$ cat src/design/adc_ctrl_pkg.sv
// Package with mode fields, resolution codes, channel map and timing counts
package adc_ctrl_pkg;

  // Mode field layout
  localparam int MODE_W = 4;
  localparam int MODE_CAL_OFF_BIT = 3;
  localparam int MODE_STAY_ON_BIT = 2;
  localparam int RES_W = 2;

  // Resolution codes
  localparam logic [1:0] RES_10 = 2'h0;
  localparam logic [1:0] RES_12 = 2'h1;
  localparam logic [1:0] RES_8 = 2'h2;
  localparam logic [1:0] RES_BAD = 2'h3;

  // Result word width and per-resolution step counts
  localparam int RESULT_W = 12;
  localparam logic [3:0] STEPS_8 = 4'h8;
  localparam logic [3:0] STEPS_10 = 4'ha;
  localparam logic [3:0] STEPS_12 = 4'hc;
  localparam logic [1:0] CAL_CYCLES = 2'h2;

  // Channel map
  localparam int CHAN_W = 5;
  localparam logic [4:0] CHAN_QUAD_FIRST = 5'h10;
  localparam logic [4:0] CHAN_QUAD_LAST = 5'h1e;
  localparam logic [4:0] CHAN_TEMP_MON = 5'h1f;
  localparam logic [3:0] QUAD_FIRST = 4'h5;

  // Pad kind selected by a channel
  typedef enum logic [2:0]
  {
    PAD_VOLT = 3'h1,
    PAD_CURR = 3'h2,
    PAD_TEMP = 3'h4
  } pad_kind_e;

  // Mode control carried as one bundle
  typedef struct packed
  {
    logic cal_off;
    logic stay_on;
    logic [1:0] res;
  } mode_s;

  // Channel decode result
  typedef struct packed
  {
    logic quad_sel;
    logic temp_mon_sel;
    logic [3:0] quad;
    logic [2:0] pad;
  } chan_sel_s;

endpackage

$ cat src/design/adc_mode_result_control.sv
// Converter mode sequencing, result alignment and channel decode
`timescale 1ns/100ps
`default_nettype none

// Functional notes
// - Power-down input stops comparators and blocks starts; converter stays on
// - Mode bit3 low adds two-cycle calibration
// - Mode bit2 low powers down after conversion
// - Mode bits1:0 pick resolution; 11 unused
// - 8-bit value in upper eight, low zeros
// - 10-bit value in upper ten, low zeros
// - Channels 16-30 quads 5-9, 31 temperature
module adc_mode_result_control
  import adc_ctrl_pkg::*;
(
  // Clock and reset
  input wire logic I_MCLK,
  input wire logic I_NRST,
  // Mode and control from fabric
  input wire logic [adc_ctrl_pkg::MODE_W-1:0] I_MODE,
  input wire logic I_COMPARATOR_POWERDOWN,
  input wire logic I_START,
  input wire logic [adc_ctrl_pkg::CHAN_W-1:0] I_CHANNEL,
  // Comparator decision bit from the analog side
  input wire logic I_COMPARE,
  // Status and result
  output logic O_BUSY,
  output logic O_DONE,
  output logic O_CALIBRATING,
  output logic O_CONVERTER_ON,
  output logic O_COMPARATOR_ON,
  output logic O_MODE_ERROR,
  output logic [adc_ctrl_pkg::RESULT_W-1:0] O_RESULT,
  output logic [2:0] O_PAD_SELECT,
  output logic [3:0] O_QUAD,
  output logic O_QUAD_SEL,
  output logic O_TEMP_MON_SEL
);
  import adc_ctrl_pkg::*;

  // ************************************************
  // Functions
  // ************************************************

  // Steps of approximation for a resolution code
  function automatic logic [3:0] steps_for(input logic [1:0] res);
    logic [3:0] s;
    s = STEPS_12;
    case (res)
      RES_8: s = STEPS_8;
      RES_10: s = STEPS_10;
      default: s = STEPS_12;
    endcase
    return s;
  endfunction

  // Align a raw value and force unused low bits to zero
  function automatic logic [RESULT_W-1:0] align(input logic [1:0] res,
                                               input logic [RESULT_W-1:0] v);
    logic [RESULT_W-1:0] r;
    r = v;
    case (res)
      RES_8: r = {v[RESULT_W-1:4], 4'h0};
      RES_10: r = {v[RESULT_W-1:2], 2'h0};
      default: r = v;
    endcase
    return r;
  endfunction

  // ************************************************
  // Input synchronisers
  // ************************************************

  logic [MODE_W-1:0] mode_s1_q;
  logic [MODE_W-1:0] mode_q;
  logic [2:0] ctl_s1_q;
  logic [2:0] ctl_q;

  // Two flip-flops on the mode, power-down, start and compare inputs
  always_ff @(posedge I_MCLK)
  begin
    mode_s1_q <= I_MODE;
    mode_q <= mode_s1_q;
    ctl_s1_q <= {I_COMPARATOR_POWERDOWN, I_START, I_COMPARE};
    ctl_q <= ctl_s1_q;
  end

  mode_s mode;
  wire pd_sync = ctl_q[2];
  wire start_sync = ctl_q[1];
  wire cmp_sync = ctl_q[0];
  assign mode = mode_s'(mode_q);

  // Start edge detection on the synchronised level
  logic start_d1_q;
  always_ff @(posedge I_MCLK)
  begin
    if (!I_NRST) start_d1_q <= 1'b0;
    else start_d1_q <= start_sync;
  end
  wire start_pulse = start_sync & ~start_d1_q;

  // ************************************************
  // Conversion sequencer
  // ************************************************

  typedef enum logic [3:0]
  {
    ST_OFF = 4'h1,
    ST_IDLE = 4'h2,
    ST_CONV = 4'h4,
    ST_CAL = 4'h8
  } state_e;

  state_e state_q;
  state_e state_d;
  logic [3:0] step_q;
  logic [3:0] step_d;
  logic [1:0] cal_q;
  logic [1:0] cal_d;
  logic [RESULT_W-1:0] sar_q;
  logic [RESULT_W-1:0] sar_d;
  logic [RESULT_W-1:0] result_q;
  logic [RESULT_W-1:0] result_d;
  logic [1:0] res_q;
  logic [1:0] res_d;
  logic done_q;
  logic done_d;

  wire mode_bad = (mode.res == RES_BAD);
  wire can_start = start_pulse & ~mode_bad & ~pd_sync;
  wire conv_last = (step_q == 4'h1);
  wire [3:0] bitpos = 4'(RESULT_W) - step_q;

  // Next-state and datapath
  always_comb
  begin
    state_d = state_q;
    step_d = step_q;
    cal_d = cal_q;
    sar_d = sar_q;
    result_d = result_q;
    res_d = res_q;
    done_d = 1'b0;
    unique case (state_q)
      ST_OFF, ST_IDLE:
      begin
        if (can_start)
        begin
          state_d = ST_CONV;
          res_d = mode.res;
          step_d = steps_for(mode.res);
          sar_d = '0;
        end
      end
      ST_CONV:
      begin
        sar_d[bitpos] = cmp_sync;
        step_d = step_q - 4'h1;
        if (conv_last)
        begin
          done_d = 1'b1;
          result_d = align(res_q, sar_d);
          if (!mode.cal_off)
          begin
            state_d = ST_CAL;
            cal_d = CAL_CYCLES;
          end
          else
          begin
            state_d = mode.stay_on ? ST_IDLE : ST_OFF;
          end
        end
      end
      ST_CAL:
      begin
        cal_d = cal_q - 2'h1;
        if (cal_q == 2'h1)
        begin
          state_d = mode.stay_on ? ST_IDLE : ST_OFF;
        end
      end
    endcase
  end

  // State registers
  always_ff @(posedge I_MCLK)
  begin
    if (!I_NRST)
    begin
      state_q <= ST_OFF;
      step_q <= '0;
      cal_q <= '0;
      sar_q <= '0;
      result_q <= '0;
      res_q <= RES_12;
      done_q <= 1'b0;
    end
    else
    begin
      state_q <= state_d;
      step_q <= step_d;
      cal_q <= cal_d;
      sar_q <= sar_d;
      result_q <= result_d;
      res_q <= res_d;
      done_q <= done_d;
    end
  end

  // ************************************************
  // Channel decode
  // ************************************************

  chan_sel_s chan_q;
  wire [4:0] chan_off = I_CHANNEL - CHAN_QUAD_FIRST;
  wire in_quads = (I_CHANNEL >= CHAN_QUAD_FIRST) && (I_CHANNEL <= CHAN_QUAD_LAST);
  wire [2:0] pad_idx = 3'(chan_off % 5'h3);
  wire [3:0] quad_num = QUAD_FIRST + 4'(chan_off / 5'h3);

  // Registered decode of the selected channel
  always_ff @(posedge I_MCLK)
  begin
    if (!I_NRST) chan_q <= '0;
    else
    begin
      chan_q.quad_sel <= in_quads;
      chan_q.temp_mon_sel <= (I_CHANNEL == CHAN_TEMP_MON);
      chan_q.quad <= in_quads ? quad_num : 4'h0;
      chan_q.pad <= !in_quads ? 3'h0 :
                    (pad_idx == 3'h0) ? PAD_VOLT :
                    (pad_idx == 3'h1) ? PAD_CURR : PAD_TEMP;
    end
  end

  // ************************************************
  // Outputs
  // ************************************************

  assign O_BUSY = (state_q == ST_CONV) || (state_q == ST_CAL);
  assign O_CALIBRATING = (state_q == ST_CAL);
  assign O_CONVERTER_ON = (state_q != ST_OFF);
  assign O_COMPARATOR_ON = O_CONVERTER_ON & ~pd_sync;
  assign O_MODE_ERROR = mode_bad;
  assign O_DONE = done_q;
  assign O_RESULT = result_q;
  assign O_QUAD_SEL = chan_q.quad_sel;
  assign O_TEMP_MON_SEL = chan_q.temp_mon_sel;
  assign O_QUAD = chan_q.quad;
  assign O_PAD_SELECT = chan_q.pad;

  // ************************************************
  // Assertions
  // ************************************************
  // Pin level two flops back must already have the comparators off
  property p_pd_comparator;
    @(posedge I_MCLK) disable iff (!I_NRST) $past(I_COMPARATOR_POWERDOWN, 2) |-> !O_COMPARATOR_ON;
  endproperty
  a_pd_comparator: assert property (p_pd_comparator) else $error("comparator on in power-down");
  property p_cal_two;
    @(posedge I_MCLK) disable iff (!I_NRST)
      (state_q == ST_CONV && conv_last && !mode.cal_off) |=> O_CALIBRATING [*2] ##1 !O_CALIBRATING;
  endproperty
  a_cal_two: assert property (p_cal_two) else $error("calibration length wrong");
  property p_no_cal;
    @(posedge I_MCLK) disable iff (!I_NRST)
      (state_q == ST_CONV && conv_last && mode.cal_off) |=> !O_CALIBRATING;
  endproperty
  a_no_cal: assert property (p_no_cal) else $error("calibration without request");
  // Power decision uses the mode seen in the last busy cycle
  property p_power_off;
    @(posedge I_MCLK) disable iff (!I_NRST)
      ($fell(O_BUSY) && !$past(mode.stay_on)) |-> !O_CONVERTER_ON;
  endproperty
  a_power_off: assert property (p_power_off) else $error("converter left on");
  property p_bad_mode;
    @(posedge I_MCLK) disable iff (!I_NRST) (mode_bad && !O_BUSY) |=> !O_BUSY;
  endproperty
  a_bad_mode: assert property (p_bad_mode) else $error("unused mode started");
  property p_res8;
    @(posedge I_MCLK) disable iff (!I_NRST) (O_DONE && res_q == RES_8) |-> O_RESULT[3:0] == 4'h0;
  endproperty
  a_res8: assert property (p_res8) else $error("8-bit low bits not zero");
  property p_res10;
    @(posedge I_MCLK) disable iff (!I_NRST) (O_DONE && res_q == RES_10) |-> O_RESULT[1:0] == 2'h0;
  endproperty
  a_res10: assert property (p_res10) else $error("10-bit low bits not zero");
  property p_temp;
    @(posedge I_MCLK) disable iff (!I_NRST)
      (I_CHANNEL == CHAN_TEMP_MON) |=> O_TEMP_MON_SEL && !O_QUAD_SEL;
  endproperty
  a_temp: assert property (p_temp) else $error("temperature monitor not selected");
  property p_res12;
    @(posedge I_MCLK) disable iff (!I_NRST)
      (state_q == ST_CONV && conv_last && res_q == RES_12) |=> O_RESULT == $past(sar_d);
  endproperty
  a_res12: assert property (p_res12) else $error("12-bit result altered");
endmodule
`default_nettype wire

$ cat config.mk
export PLATFORM = sky130hd
export DESIGN_NAME = adc_mode_result_control
export DESIGN_NICKNAME = d
export VERILOG_FILES = /design/src/design/adc_ctrl_pkg.sv /design/src/design/adc_mode_result_control.sv
export SDC_FILE = /design/constraint.sdc
export NUM_CORES = 1
export LEC_CHECK = 0
export BUFFER_PORTS_ARGS = -buffer_cell sky130_fd_sc_hd__buf_2
export CAP_MARGIN = 40
export CORE_MARGIN = 2
export CORE_UTILIZATION = 50
export DETAILED_ROUTE_END_ITERATION = 12
export PLACE_DENSITY = 0.72
export REMOVE_ABC_BUFFERS = 1
export SLEW_MARGIN = 30
export SYNTH_ARGS = -nofsm -noshare
export SYNTH_HDL_FRONTEND = slang
export SYNTH_SLANG_ARGS = --single-unit
$ cat constraint.sdc
create_clock -name I_MCLK -period 2.1 [get_ports I_MCLK]
set_input_delay 0 -clock I_MCLK [delete_from_list [all_inputs] [get_ports I_MCLK]]
set_output_delay 0 -clock I_MCLK [all_outputs]
set_load 0.01 [all_outputs]
Yosys cells after proc, flatten, opt, wreduce, memory -nomap -nowiden
Cells that the tools add are included.
Storage, ports and cells
  register bits: 61
  input port bits: 14
  output and inout bits: 27
Cells by class
  add/subtract/negate cells: 5
  div/mod/pow operators: 2
  $lt $le $gt $ge: 4
  equality and inequality tests: 16
  multiplexer cells: 21
  bitwise gates (word level): 9
  reduce and logical (&&, ||, !) cells: 17
Operators by type and width (number)
  $pmux W12 S2: 1
  $mux W4: 5
  $pmux W4 S2: 2
  $bwmux W12: 1
  $mux W12: 1
  $pmux W4 S3: 1
  $reduce_and A2 Y1: 5
  $eq A4 B1 Y1 const B: 2
  $eq A2 B2 Y1 const B: 3
  $mux W2: 3
  $ne A2 B2 Y1 const B: 3
  $pmux W3 S2: 1
  $reduce_and A3 Y1: 2
  $div A5 B2 Y5 const B: 1
  $eq A5 B5 Y1 const B: 1
  $ge A5 B5 Y1 const B: 1
  $le A5 B5 Y1 const B: 1
  $lt A4 B5 Y1 const B: 1
  $mod A5 B2 Y5 const B: 1
  $not A1 Y1: 5
  $sub A5 B5 Y5 const B: 1
  $add A3 B4 Y4 const A: 1
  $and A1 B1 Y1: 4
  $demux W1 S4: 1
  21 further kinds: 26

Logic depth before layout (Yosys ltp)
Gate-level depths: netlist of the first run.
  word-level depth: 7
  mapped depth: 12

Least setup slack after synthesis of the first run
No wires, ideal clock.
  path kind: input to register
  start: in I_CHANNEL[2] in the netlist's numbering
  end: reg chan_q (netlist bit O_QUAD[1])
  setup time: 0.115 ns
  arrival: 1.807 ns
  required time: 1.985 ns
  slack: 0.178 ns
  stages: 10
  cell sequence: buf_6 xnor2_1 nand2_1 o21ai_0 ha_1 a211oi_1 o221ai_2 a21o_1 ha_1 and2_1
Between the ends
  word-level cells in the longest chain between the ends: 3
  elaborated cells on any way between the ends: 7
Ends and longest elaborated chain
  start, declared: line adc_mode_result_control.sv:23  | input wire logic [adc_ctrl_pkg::CHAN_W-1:0] I_CHANNEL,
  $sub A5 B5 Y5: line adc_mode_result_control.sv:216  | wire [4:0] chan_off = I_CHANNEL - CHAN_QUAD_FIRST;
  $div A5 B2 Y5: line adc_mode_result_control.sv:219  | wire [3:0] quad_num = QUAD_FIRST + 4'(chan_off / 5'h3);
  $add A3 B4 Y4: line adc_mode_result_control.sv:219
  net quad_num[1]: line adc_mode_result_control.sv:219
  end, declared: line adc_mode_result_control.sv:215  | chan_sel_s chan_q;
The timed path passes the listed nets, and every way through them passes these cells.
A chain may end at the register's enable or synchronous reset.

Final worst setup path of the first run
  start: reg step_q[0]
  end: reg sar_q[7]
Between the ends
  word-level cells in the longest chain between the ends: 7
  elaborated cells on any way between the ends: 8
Ends and longest elaborated chain
  start, declared: line adc_mode_result_control.sv:117  | logic [3:0] step_q;
  start signal, assigned: line adc_mode_result_control.sv:202  | step_q <= step_d;
  $sub A4 B4 Y4 *: line adc_mode_result_control.sv:133  | wire [3:0] bitpos = 4'(RESULT_W) - step_q;
  $lt A4 B5 Y1 (not written as such) or $ge A4 B1 Y1 (tied branches): line adc_mode_result_control.sv:158  | sar_d[bitpos] = cmp_sync;
  $logic_and A1 B1 Y1 (not written as such): line adc_mode_result_control.sv:158
  $mux W1 (not written as such): line adc_mode_result_control.sv:158
  $demux W1 S4 *: line adc_mode_result_control.sv:158
  $bwmux W12 *: line adc_mode_result_control.sv:158
  $pmux W12 S2 *: line adc_mode_result_control.sv:145  | unique case (state_q)
  end signal, assigned: line adc_mode_result_control.sv:204  | sar_q <= sar_d;
  end, declared: line adc_mode_result_control.sv:121  | logic [RESULT_W-1:0] sar_q;
Every way passes the cells marked *; elsewhere a longest branch is shown, timed or not.

==> run metrics, run 1 <==
status=complete, no violations; register bit count reported by yosys=61; CP top delay family=compound AO/OA/AOI/OAI gates; core box area=5140 um2; CTS buffer count=9; CP peak stage delay=460 ps; share of layout cells above drive strength 1=0.239; Comb pwr share=0.281; drt wl/cell=12.7 um; Die W=slightly below 80 um; min-delay worst type=primary input to flip-flop; post-layout util=0.639; Post-synth EDFFs=0; CTS tree=built; total number of vias=2210; Synth Flop Type=dfxtp_1; Worst-path clk slew=60 ps; Tmin final=1850 ps; power consumption=3.59 mW; vias per inst=5.24; sequential share of power=0.388; Pint=roughly 2.4 mW; full die area=5990 um2; Async SR Flop Fraction=0; Setup Buffers After CTS=0; fin crit share=0.882; first-pass GRT wire length=9090 um; placed insts=a little under 400; Filler Cell Count=approximately 480; Mapped Area=roughly 2700 um2; hpwl dp=3830 um; initial DRC count=100; drt first pass iters=4; GR Util All Layers=0.193; worst-margin pin slew=512 ps; Worst Setup End Kind=flip-flop; Sw Ratio=0.318; H-tree depth=3; Startpoint Class=flip-flop; peak fanout along the critical path=8; Leak Pwr=1.36 nW; hold_buf cts=10; n_diodes=0; max_cap viols=0; PwrDens=roughly 1100 nW/um2; die height=between 70 and 80 um; Yosys warning total=0; RSZ-0062 raised after global routing=no; nets=369; Buf/Inv on CP=1; slowest CP cell=dfxtp_1; Total Routed Length=5350 um; Psw=1.14 mW; sequential share of the synthesized area=0.454; I/O Pins=41; Finished Layout Cells=422; Worst VDD drop=roughly 0.00090 V; ANT nets after route=0; crit path cell chain=inv_1, ha_1, nand2b_1, o31ai_1, nand2_1, a21oi_1, o22ai_1; final hold slack=~36 ps; crit path kind=flip-flop to flip-flop; largest net degree at the start of global routing=16; synthesized instance count=292; Residual DRC=0; post-route design area=3290 um2; initial antenna violation count=0; worst path arrival time=2080 ps; Post-CTS Resized=0; vias in the first global route=2070; unique cell type count in the Yosys netlist=57; remaining global-route overflow=0; Root Buffer=clkbuf_8; # rows=26; WP data required=2320 ps; Fmax=540 MHz; setup violators final=0; clock power share=0.331; CTS sink cnt=61; routability cong.=approximately 0.84; Slew Limit Fails=0; starting density of the core=0.524; Final Skew=5.50 ps; placed instance area=between 2000 and 3000 um2; PortBufs=40; Final Hold Fails=0; worst-skew pair later-pin latency=340 ps; syn avg cell area=a little over 9 um2; Area Overhead vs Synth=22.0%; Rel. slew slack=0.658; maximum clock path buffer count=2
power groups by stage:
stage,registers [mW],logic [mW],clock network [mW]
CTS,1.39,1.01,1.21
global route,1.41,1.13,1.26
finish,1.39,1.01,1.19
global placement,1.41,0.961,0
floorplan,1.39,0.715,0
detailed placement,1.41,0.985,0
cell usage after synthesis (3+ instances only):
cell type	n	area (um2)
o21ai_1	15	75.1
nand3b_1	4	30.0
a211oi_1	5	37.5
o21ai_0	4	20.0
o31ai_1	4	30.0
nor2b_1	4	25.0
dfxtp_1	61	1220
nor2_1	23	86.3
nand2_1	27	101
nand2b_1	5	31.3
nand3_1	5	25.0
nor3_1	9	45.0
and2_1	4	25.0
mux2i_1	10	100
buf_2	3	15.0
xnor2_1	3	26.3
inv_1	18	67.6
ha_1	8	100
o22ai_1	9	56.3
a21oi_1	16	80.1
clkbuf_1	6	22.5
buf_6	4	45.0
through the flow:
stage | TNS, ps | setup WS, ps
floorplan | 0 | 195
detailed placement | -146 | -85.4
global placement | 0 | 47.4
finish | 0 | 249
global route | 0 | 10.5
CTS | 0 | 221
final timing paths:
check             cells past startpoint   endpoint          from  slack (ps)
setup / recovery                      7   sar_q[7]     step_q[0]         250
hold / removal                        3  O_QUAD[2]  I_CHANNEL[4]          40
setup reg to reg                      7   sar_q[7]     step_q[0]         250
hold reg to reg                       0   ctl_q[1]   ctl_s1_q[1]         330
per-layer routing:
| metal | GRT usage | wire [um] | part of all wire | vias to the layer above |
|---|---|---|---|---|
| met5 | 0 | 0 | 0 | - |
| met4 | 0.0750 | 87 | 0.016 | 0 |
| met3 | 0.0837 | 280 | 0.052 | 8 |
| met2 | 0.309 | 2440 | 0.46 | 49 |
| met1 | 0.228 | 2550 | 0.48 | 1012 |
| li1 | - | - | - | 1141 |
layout by cell type (no fill, tap or decap), types with 5 or more instances in the layout:
cell type / synthesis / final
buf_4: 0 / 7
nand3_1: 5 / 5
inv_1: 18 / 18
nand2_1: 27 / 27
o22ai_1: 9 / 9
clkbuf_8: 0 / 11
nand2b_1: 5 / 5
nor2_1: 23 / 23
a21oi_1: 16 / 16
a211oi_1: 5 / 5
dfxtp_1: 61 / 61
dlygate4sd3_1: 0 / 10
o21ai_1: 15 / 15
nor3_1: 9 / 9
ha_1: 8 / 8
mux2i_1: 10 / 10
buf_2: 3 / 41
cells by family (layout without fill, tap and decap cells):
kind of cell | after synthesis | in the layout | share of synthesized area
AOI/OAI and AO/OA | 75 | 75 | 0.192
xor gates and xnor gates | 3 | 3 | 0.00976
adders and majority gates | 8 | 8 | 0.0372
buffers and inverters | 33 | 93 | 0.0585
DFF | 61 | 61 | 0.454
muxes | 11 | 11 | 0.0414
and+or+nand+nor | 101 | 101 | 0.208
flip-flops by register name, summed over array words and instances, names as in the netlist, 2 cells and up:
signal and cells:
O_QUAD 4, O_PAD_SELECT 3, cal_q 2, step_q 4, res_q 2, state_q 4, mode_s1_q 4, O_RESULT 12
mode 4, ctl_s1_q 3, ctl_q 3, sar_q 12
tightest hold or removal path: stages:
cell and delay, ps:
buf_2 140, nand3_1 130, nor2_1 60
area by class of cell:
type                            instances  area (um2)  area share
Timing Repair Buffer                   58         358       0.109
Tap cell                               70        87.6      0.0267
Clock inverter                          5        82.6      0.0251
Multi-Input combinational cell        198        1310       0.400
Clock buffer                           11         151      0.0461
Inverter                               19        71.3      0.0217
Sequential cell                        61        1220       0.372
No activity file was read; power rests on OpenSTA's default activity.
==> inputs of run 2 (changes only) <==
--- a/config.mk
+++ b/config.mk
@@ -7,7 +7,7 @@
 export LEC_CHECK = 0
 export BUFFER_PORTS_ARGS = -buffer_cell sky130_fd_sc_hd__buf_2
 export CAP_MARGIN = 40
-export CORE_MARGIN = 2
+export CORE_ASPECT_RATIO = 0.8
 export CORE_UTILIZATION = 50
 export DETAILED_ROUTE_END_ITERATION = 12
 export PLACE_DENSITY = 0.72
==> constraint.sdc (replaced) <==
create_clock -name I_MCLK -period 2.2 [get_ports I_MCLK]
set_input_delay 0 -clock I_MCLK [delete_from_list [all_inputs] [get_ports I_MCLK]]
set_output_delay 0 -clock I_MCLK [all_outputs]
set_load 0.01 [all_outputs]
==> run metrics, run 2 (same netlist as run 1, synthesis figures left out) <==
Post-CTS Resized=0; I/O Pins=41; Setup Buffers After CTS=0; nets=around 370; setup violators final=0; Worst-path clk slew=roughly 60 ps; crit path kind=flip-flop to flip-flop; Top Layer Used=met4; CTS sink cnt=61; CTS tree=built; commonest non-fill, non-tap cell in the layout=dfxtp_1; starting density of the core=0.529; Post-Place Worst Slack=33.0 ps; Area Overhead vs Synth=21.2%; area of the multi-input gates=1310 um2; Leak Pwr=1.37 nW; FF+latch area=approximately 1200 um2; R2R cell count=7; die height=67.6 um; drt wl/cell=12.9 um; Worst Setup End Kind=flip-flop; largest net degree at the start of global routing=16; vias per inst=5.30; Worst Hold End=O_TEMP_MON_SEL; Final Skew=8.34 ps; vias in the first global route=1955; R2R Setup Slk=roughly 230 ps; setup TNS=0 ps; Hold Crit Start=I_CHANNEL[1]; WP data required=2420 ps; CTS buffer count=9; Total Routed Length=5320 um; Critical R2R Launch=step_q[0]; routability cong.=0.835; Pint=around 2.4 mW; WHS Path Cells=3; worst path arrival time=~2200 ps; PnR worst setup slack=229 ps; core box area=5090 um2; slowest CP cell=dfxtp_1; violations in the final reports=DRC; Met1 Wirelength=2680 um; PortBufs=40; maximum clock path buffer count=2; worst-skew pair later-pin latency=340 ps; CP peak stage delay=470 ps; Slew Limit Fails=0; Fmax=approximately 510 MHz; Final Hold Fails=0; met3 WL=263 um; ANT nets after route=0; Routed met2 length=~2300 um; min-delay worst type=primary input to flip-flop; Psw=between 1 and 1.5 mW; Root Buffer=clkbuf_8; sequential share of power=0.389; Sw Ratio=0.312; Residual DRC=3; Comb pwr share=0.269; total number of vias=2178; fin crit share=0.896; Rel. slew slack=0.644; H-tree depth=3; RSZ-0062 raised after global routing=no; Worst R2R End=sar_q[5]; worst-margin pin slew=between 500 and 600 ps; Die W=84.0 um; crit path cell chain=inv_1, ha_1, nand2b_1, o31ai_1, nand2_1, a21oi_1, o22ai_1; # rows=23; GR Util All Layers=0.207; drt first pass iters=8; placed insts=385; hold_buf cts=10; Finished Layout Cells=411; peak fanout along the critical path=8; remaining global-route overflow=0; first-pass GRT wire length=around 9000 um; Worst VDD drop=0.000682 V; n_diodes=0; clock power share=0.342; share of layout cells above drive strength 1=0.232; initial DRC count=74; commonest non-fill, non-tap cells in the layout=61 x dfxtp_1, 41 x buf_2, 27 x nand2_1; full die area=5680 um2; Tmin final=1970 ps; max_cap viols=0; initial antenna violation count=0; Filler Cell Count=431; status=finished, violations left; PwrDens=about 1100 nW/um2; hpwl dp=between 3000 and 4000 um; Startpoint Class=flip-flop
## run 2: cell types whose count changed in the layout (fill, tap and decap cells not counted)
cell	previous run	this run
buf_4	7	4
clkinvlp_4	3	0
clkbuf_8	11	13
clkinv_2	0	1
## run 2: area by class of cell
class | count | share of cell area
Timing Repair Buffer | 55 | 0.103
Tap cell | 62 | 0.0238
Inverter | 19 | 0.0219
Clock inverter | 3 | 0.0199
Multi-Input combinational cell | 198 | 0.403
Sequential cell | 61 | 0.374
Clock buffer | 13 | 0.0548
## run 2: per-layer routing
layer | up-vias | global-route usage
met5 | - | 0
met4 | 0 | 0.123
met3 | 10 | 0.0709
met2 | 45 | 0.307
met1 | 993 | 0.264
li1 | 1130 | -
## run 2: worst max-delay path: cells and delay by family, from the launching register on
kind                     cells  cell delay, ps
AO/OA/AOI/OAI                3             660
adder cells (fa/ha/maj)      1             290
buffers and inverters        1             110
flip-flops                   1             470
AND/OR/NAND/NOR              2             330
## run 2: through the flow
stage	hold WS (ps)	utilization	instance area, um2	total power, mW
2_1_floorplan	27.7	-	2610	2.01
3_3_place_gp	102	0.572	2910	2.24
3_5_place_dp	104	0.573	2920	2.26
4_1_cts	28.9	0.641	3260	3.46
5_1_grt	68.9	0.641	3260	3.64
6_report	41.0	0.641	3260	3.44
## run 2: worst max-delay path by stage
stage	slack [ps]	cells after the start	start	to
final	230	7	step_q[0]	sar_q[5]
after global routing	60	7	step_q[0]	sar_q[5]
after CTS	240	7	step_q[0]	sar_q[5]
after detailed placement	30	11	I_CHANNEL[4]	O_QUAD[1]
after global placement	110	10	I_CHANNEL[4]	O_QUAD[1]
after floorplan	290	5	state_q[0]	O_RESULT[2]
## run 2: power by group through the flow
stage	combinational (mW)	sequential, mW	clock [mW]
2_1_floorplan	0.683	1.33	0
3_3_place_gp	0.883	1.35	0
3_5_place_dp	0.904	1.36	0
4_1_cts	0.922	1.33	1.21
5_1_grt	1.02	1.35	1.26
6_report	0.925	1.34	1.17
==> inputs of run 3 (changes only) <==
--- a/config.mk
+++ b/config.mk
@@ -5,12 +5,13 @@
 export SDC_FILE = /design/constraint.sdc
 export NUM_CORES = 1
 export LEC_CHECK = 0
+export ABC_AREA = 1
 export BUFFER_PORTS_ARGS = -buffer_cell sky130_fd_sc_hd__buf_2
 export CAP_MARGIN = 40
 export CORE_ASPECT_RATIO = 0.8
 export CORE_UTILIZATION = 50
 export DETAILED_ROUTE_END_ITERATION = 12
-export PLACE_DENSITY = 0.72
+export PLACE_DENSITY = 0.74
 export REMOVE_ABC_BUFFERS = 1
 export SLEW_MARGIN = 30
 export SYNTH_ARGS = -nofsm -noshare
==> constraint.sdc (replaced) <==
create_clock -name I_MCLK -period 1.79 [get_ports I_MCLK]
set_input_delay 0 -clock I_MCLK [delete_from_list [all_inputs] [get_ports I_MCLK]]
set_output_delay 0 -clock I_MCLK [all_outputs]
set_load 0.01 [all_outputs]
==> run metrics, run 3 <==
WP data required=2030 ps; die height=between 60 and 70 um; vias per inst=about 5; Setup Buffers After CTS=0; status=complete, no violations; Fmax=600 MHz; Final Hold Fails=0; Slew Limit Fails=0; H-tree depth=3; core box area=5060 um2; register bit count reported by yosys=61; syn avg cell area=7.74 um2; CTS sink cnt=61; remaining global-route overflow=0; sequential share of the synthesized area=0.458; nets=426; Total Routed Length=around 5600 um; PortBufs=40; maximum clock path buffer count=2; Mapped Area=about 2700 um2; worst path arrival time=1910 ps; Post-Place Worst Slack=-6.23 ps; drt first pass iters=4; Synth Flop Type=dfxtp_1; WHS Path Cells=3; PnR worst setup slack=~120 ps; Rel. slew slack=0.676; R2R cell count=8; PwrDens=979 nW/um2; full die area=5640 um2; routability cong.=0.865; top cells by area, synth=dfxtp_1 46%, nand2_1 12%, inv_1 6.0%; Synth top cells by count=86 x nand2_1, 61 x dfxtp_1, 43 x inv_1, 26 x a21oi_1, 19 x nand3_1; hpwl dp=3840 um; Die W=83.7 um; min-delay worst type=primary input to flip-flop; first-pass GRT wire length=around 9000 um; CTS buffer count=9; drt wl/cell=11.8 um; crit path kind=flip-flop to flip-flop; Residual DRC=0; most frequent cell after synthesis=nand2_1; unique cell type count in the Yosys netlist=32; Root Buffer=clkbuf_8; starting density of the core=0.527; Filler Cell Count=462; worst-margin pin slew=485 ps; fin crit share=0.932; Tmin final=1670 ps; peak fanout along the critical path=5; initial antenna violation count=0; commonest non-fill, non-tap cell in the layout=nand2_1; Final Skew=~5.0 ps; ANT nets after route=0; largest net degree at the start of global routing=26; Leak Pwr=1.48 nW; Post-synth EDFFs=0; Worst Setup End Kind=flip-flop; setup violators final=0; synthesized instance count=345; max_cap viols=0; commonest non-fill, non-tap cells in the layout=86 x nand2_1, 59 x dfxtp_1, 42 x inv_1; Worst-path clk slew=70 ps; GR Util All Layers=0.214; n_diodes=0; # rows=23; Startpoint Class=flip-flop; I/O Pins=41; initial DRC count=109; FF+latch area=~1200 um2; CTS tree=built; post-layout util=0.646; Worst VDD drop=0.000638 V; share of layout cells above drive strength 1=0.232; worst-skew pair later-pin latency=between 300 and 400 ps; total number of vias=2350; vias in the first global route=2054; Async SR Flop Fraction=0; Yosys top cell area share=0.458; RSZ-0062 raised after global routing=yes; power consumption=3.20 mW; Yosys warning total=0; area of the multi-input gates=1250 um2; Area Overhead vs Synth=22.6%; setup TNS=0 ps; Synth area leader=dfxtp_1
==> run 3: cell count changes after synthesis, sizes merged, moves of 6 or more <==
cell / delta
nor3: -6
o22ai: -9
o211ai: +14
a21oi: +11
inv: +29
nand3: +16
mux2i: -10
nand2: +64
==> run 3: cell families (layout without fill, tap and decap cells) <==
| kind of cell | after synthesis | count (layout) | share of synthesized area |
|---|---|---|---|
| DFF | 61 | 61 | 0.458 |
| buffers and inverters | 57 | 121 | 0.0863 |
| xor gates and xnor gates | 1 | 1 | 0.00328 |
| AOI/OAI and AO/OA | 74 | 74 | 0.161 |
| and+or+nand+nor | 144 | 144 | 0.255 |
| adders and majority gates | 8 | 8 | 0.0375 |
==> run 3: final cells by class <==
type                    count  area share
clock buffers               9      0.0379
clock inverters             7      0.0161
inverters                  48      0.0551
multi-input cells         227       0.381
flip-flops and latches     61       0.374
well taps                  62      0.0237
repair buffers             57       0.112
==> run 3: final timing paths <==
check,from,end,slack (ps)
max,step_q[1],O_RESULT[7],120
min,I_CHANNEL[3],O_QUAD[3],10
max reg2reg,step_q[1],O_RESULT[7],120
min reg2reg,mode_s1_q[3],mode[3],330
==> run 3: through the flow <==
step	hold WS (ps)	cell area, um2	std cells
2_1_floorplan	27.7	2620	336
3_3_place_gp	103	2960	445
3_5_place_dp	104	2960	445
4_1_cts	8.44	3240	471
5_1_grt	16.4	3270	471
6_report	13.1	3270	471
==> run 3: layer usage <==
layer	wire, um	up-vias	GRT usage
li1	-	1247	-
met1	2750	1051	0.265
met2	2470	42	0.339
met3	231	10	0.0685
met4	109	0	0.114
met5	0	-	0
==> run 3: critical path, stage by stage, from the launching register on <==
cell and delay, ps:
dfxtp_2 340, inv_1 120, ha_2 220, xor2_2 230, inv_1 110, nor2_4 150, nand2_1 90, o21ai_0 220
o21ai_1 80
==> run 3: power breakdown <==
part           leakage (nW)  internal, mW  switching (mW)
clock network        0.0774         0.501           0.575
logic                 0.905         0.238           0.410
registers             0.500          1.43          0.0515
==> run 3: repair_timing <==
action,CTS,global route
gates resized for setup,0,9
hold buffers,10,0
endpoints found under the setup margin,0,25
hold endpoints to repair,11,0
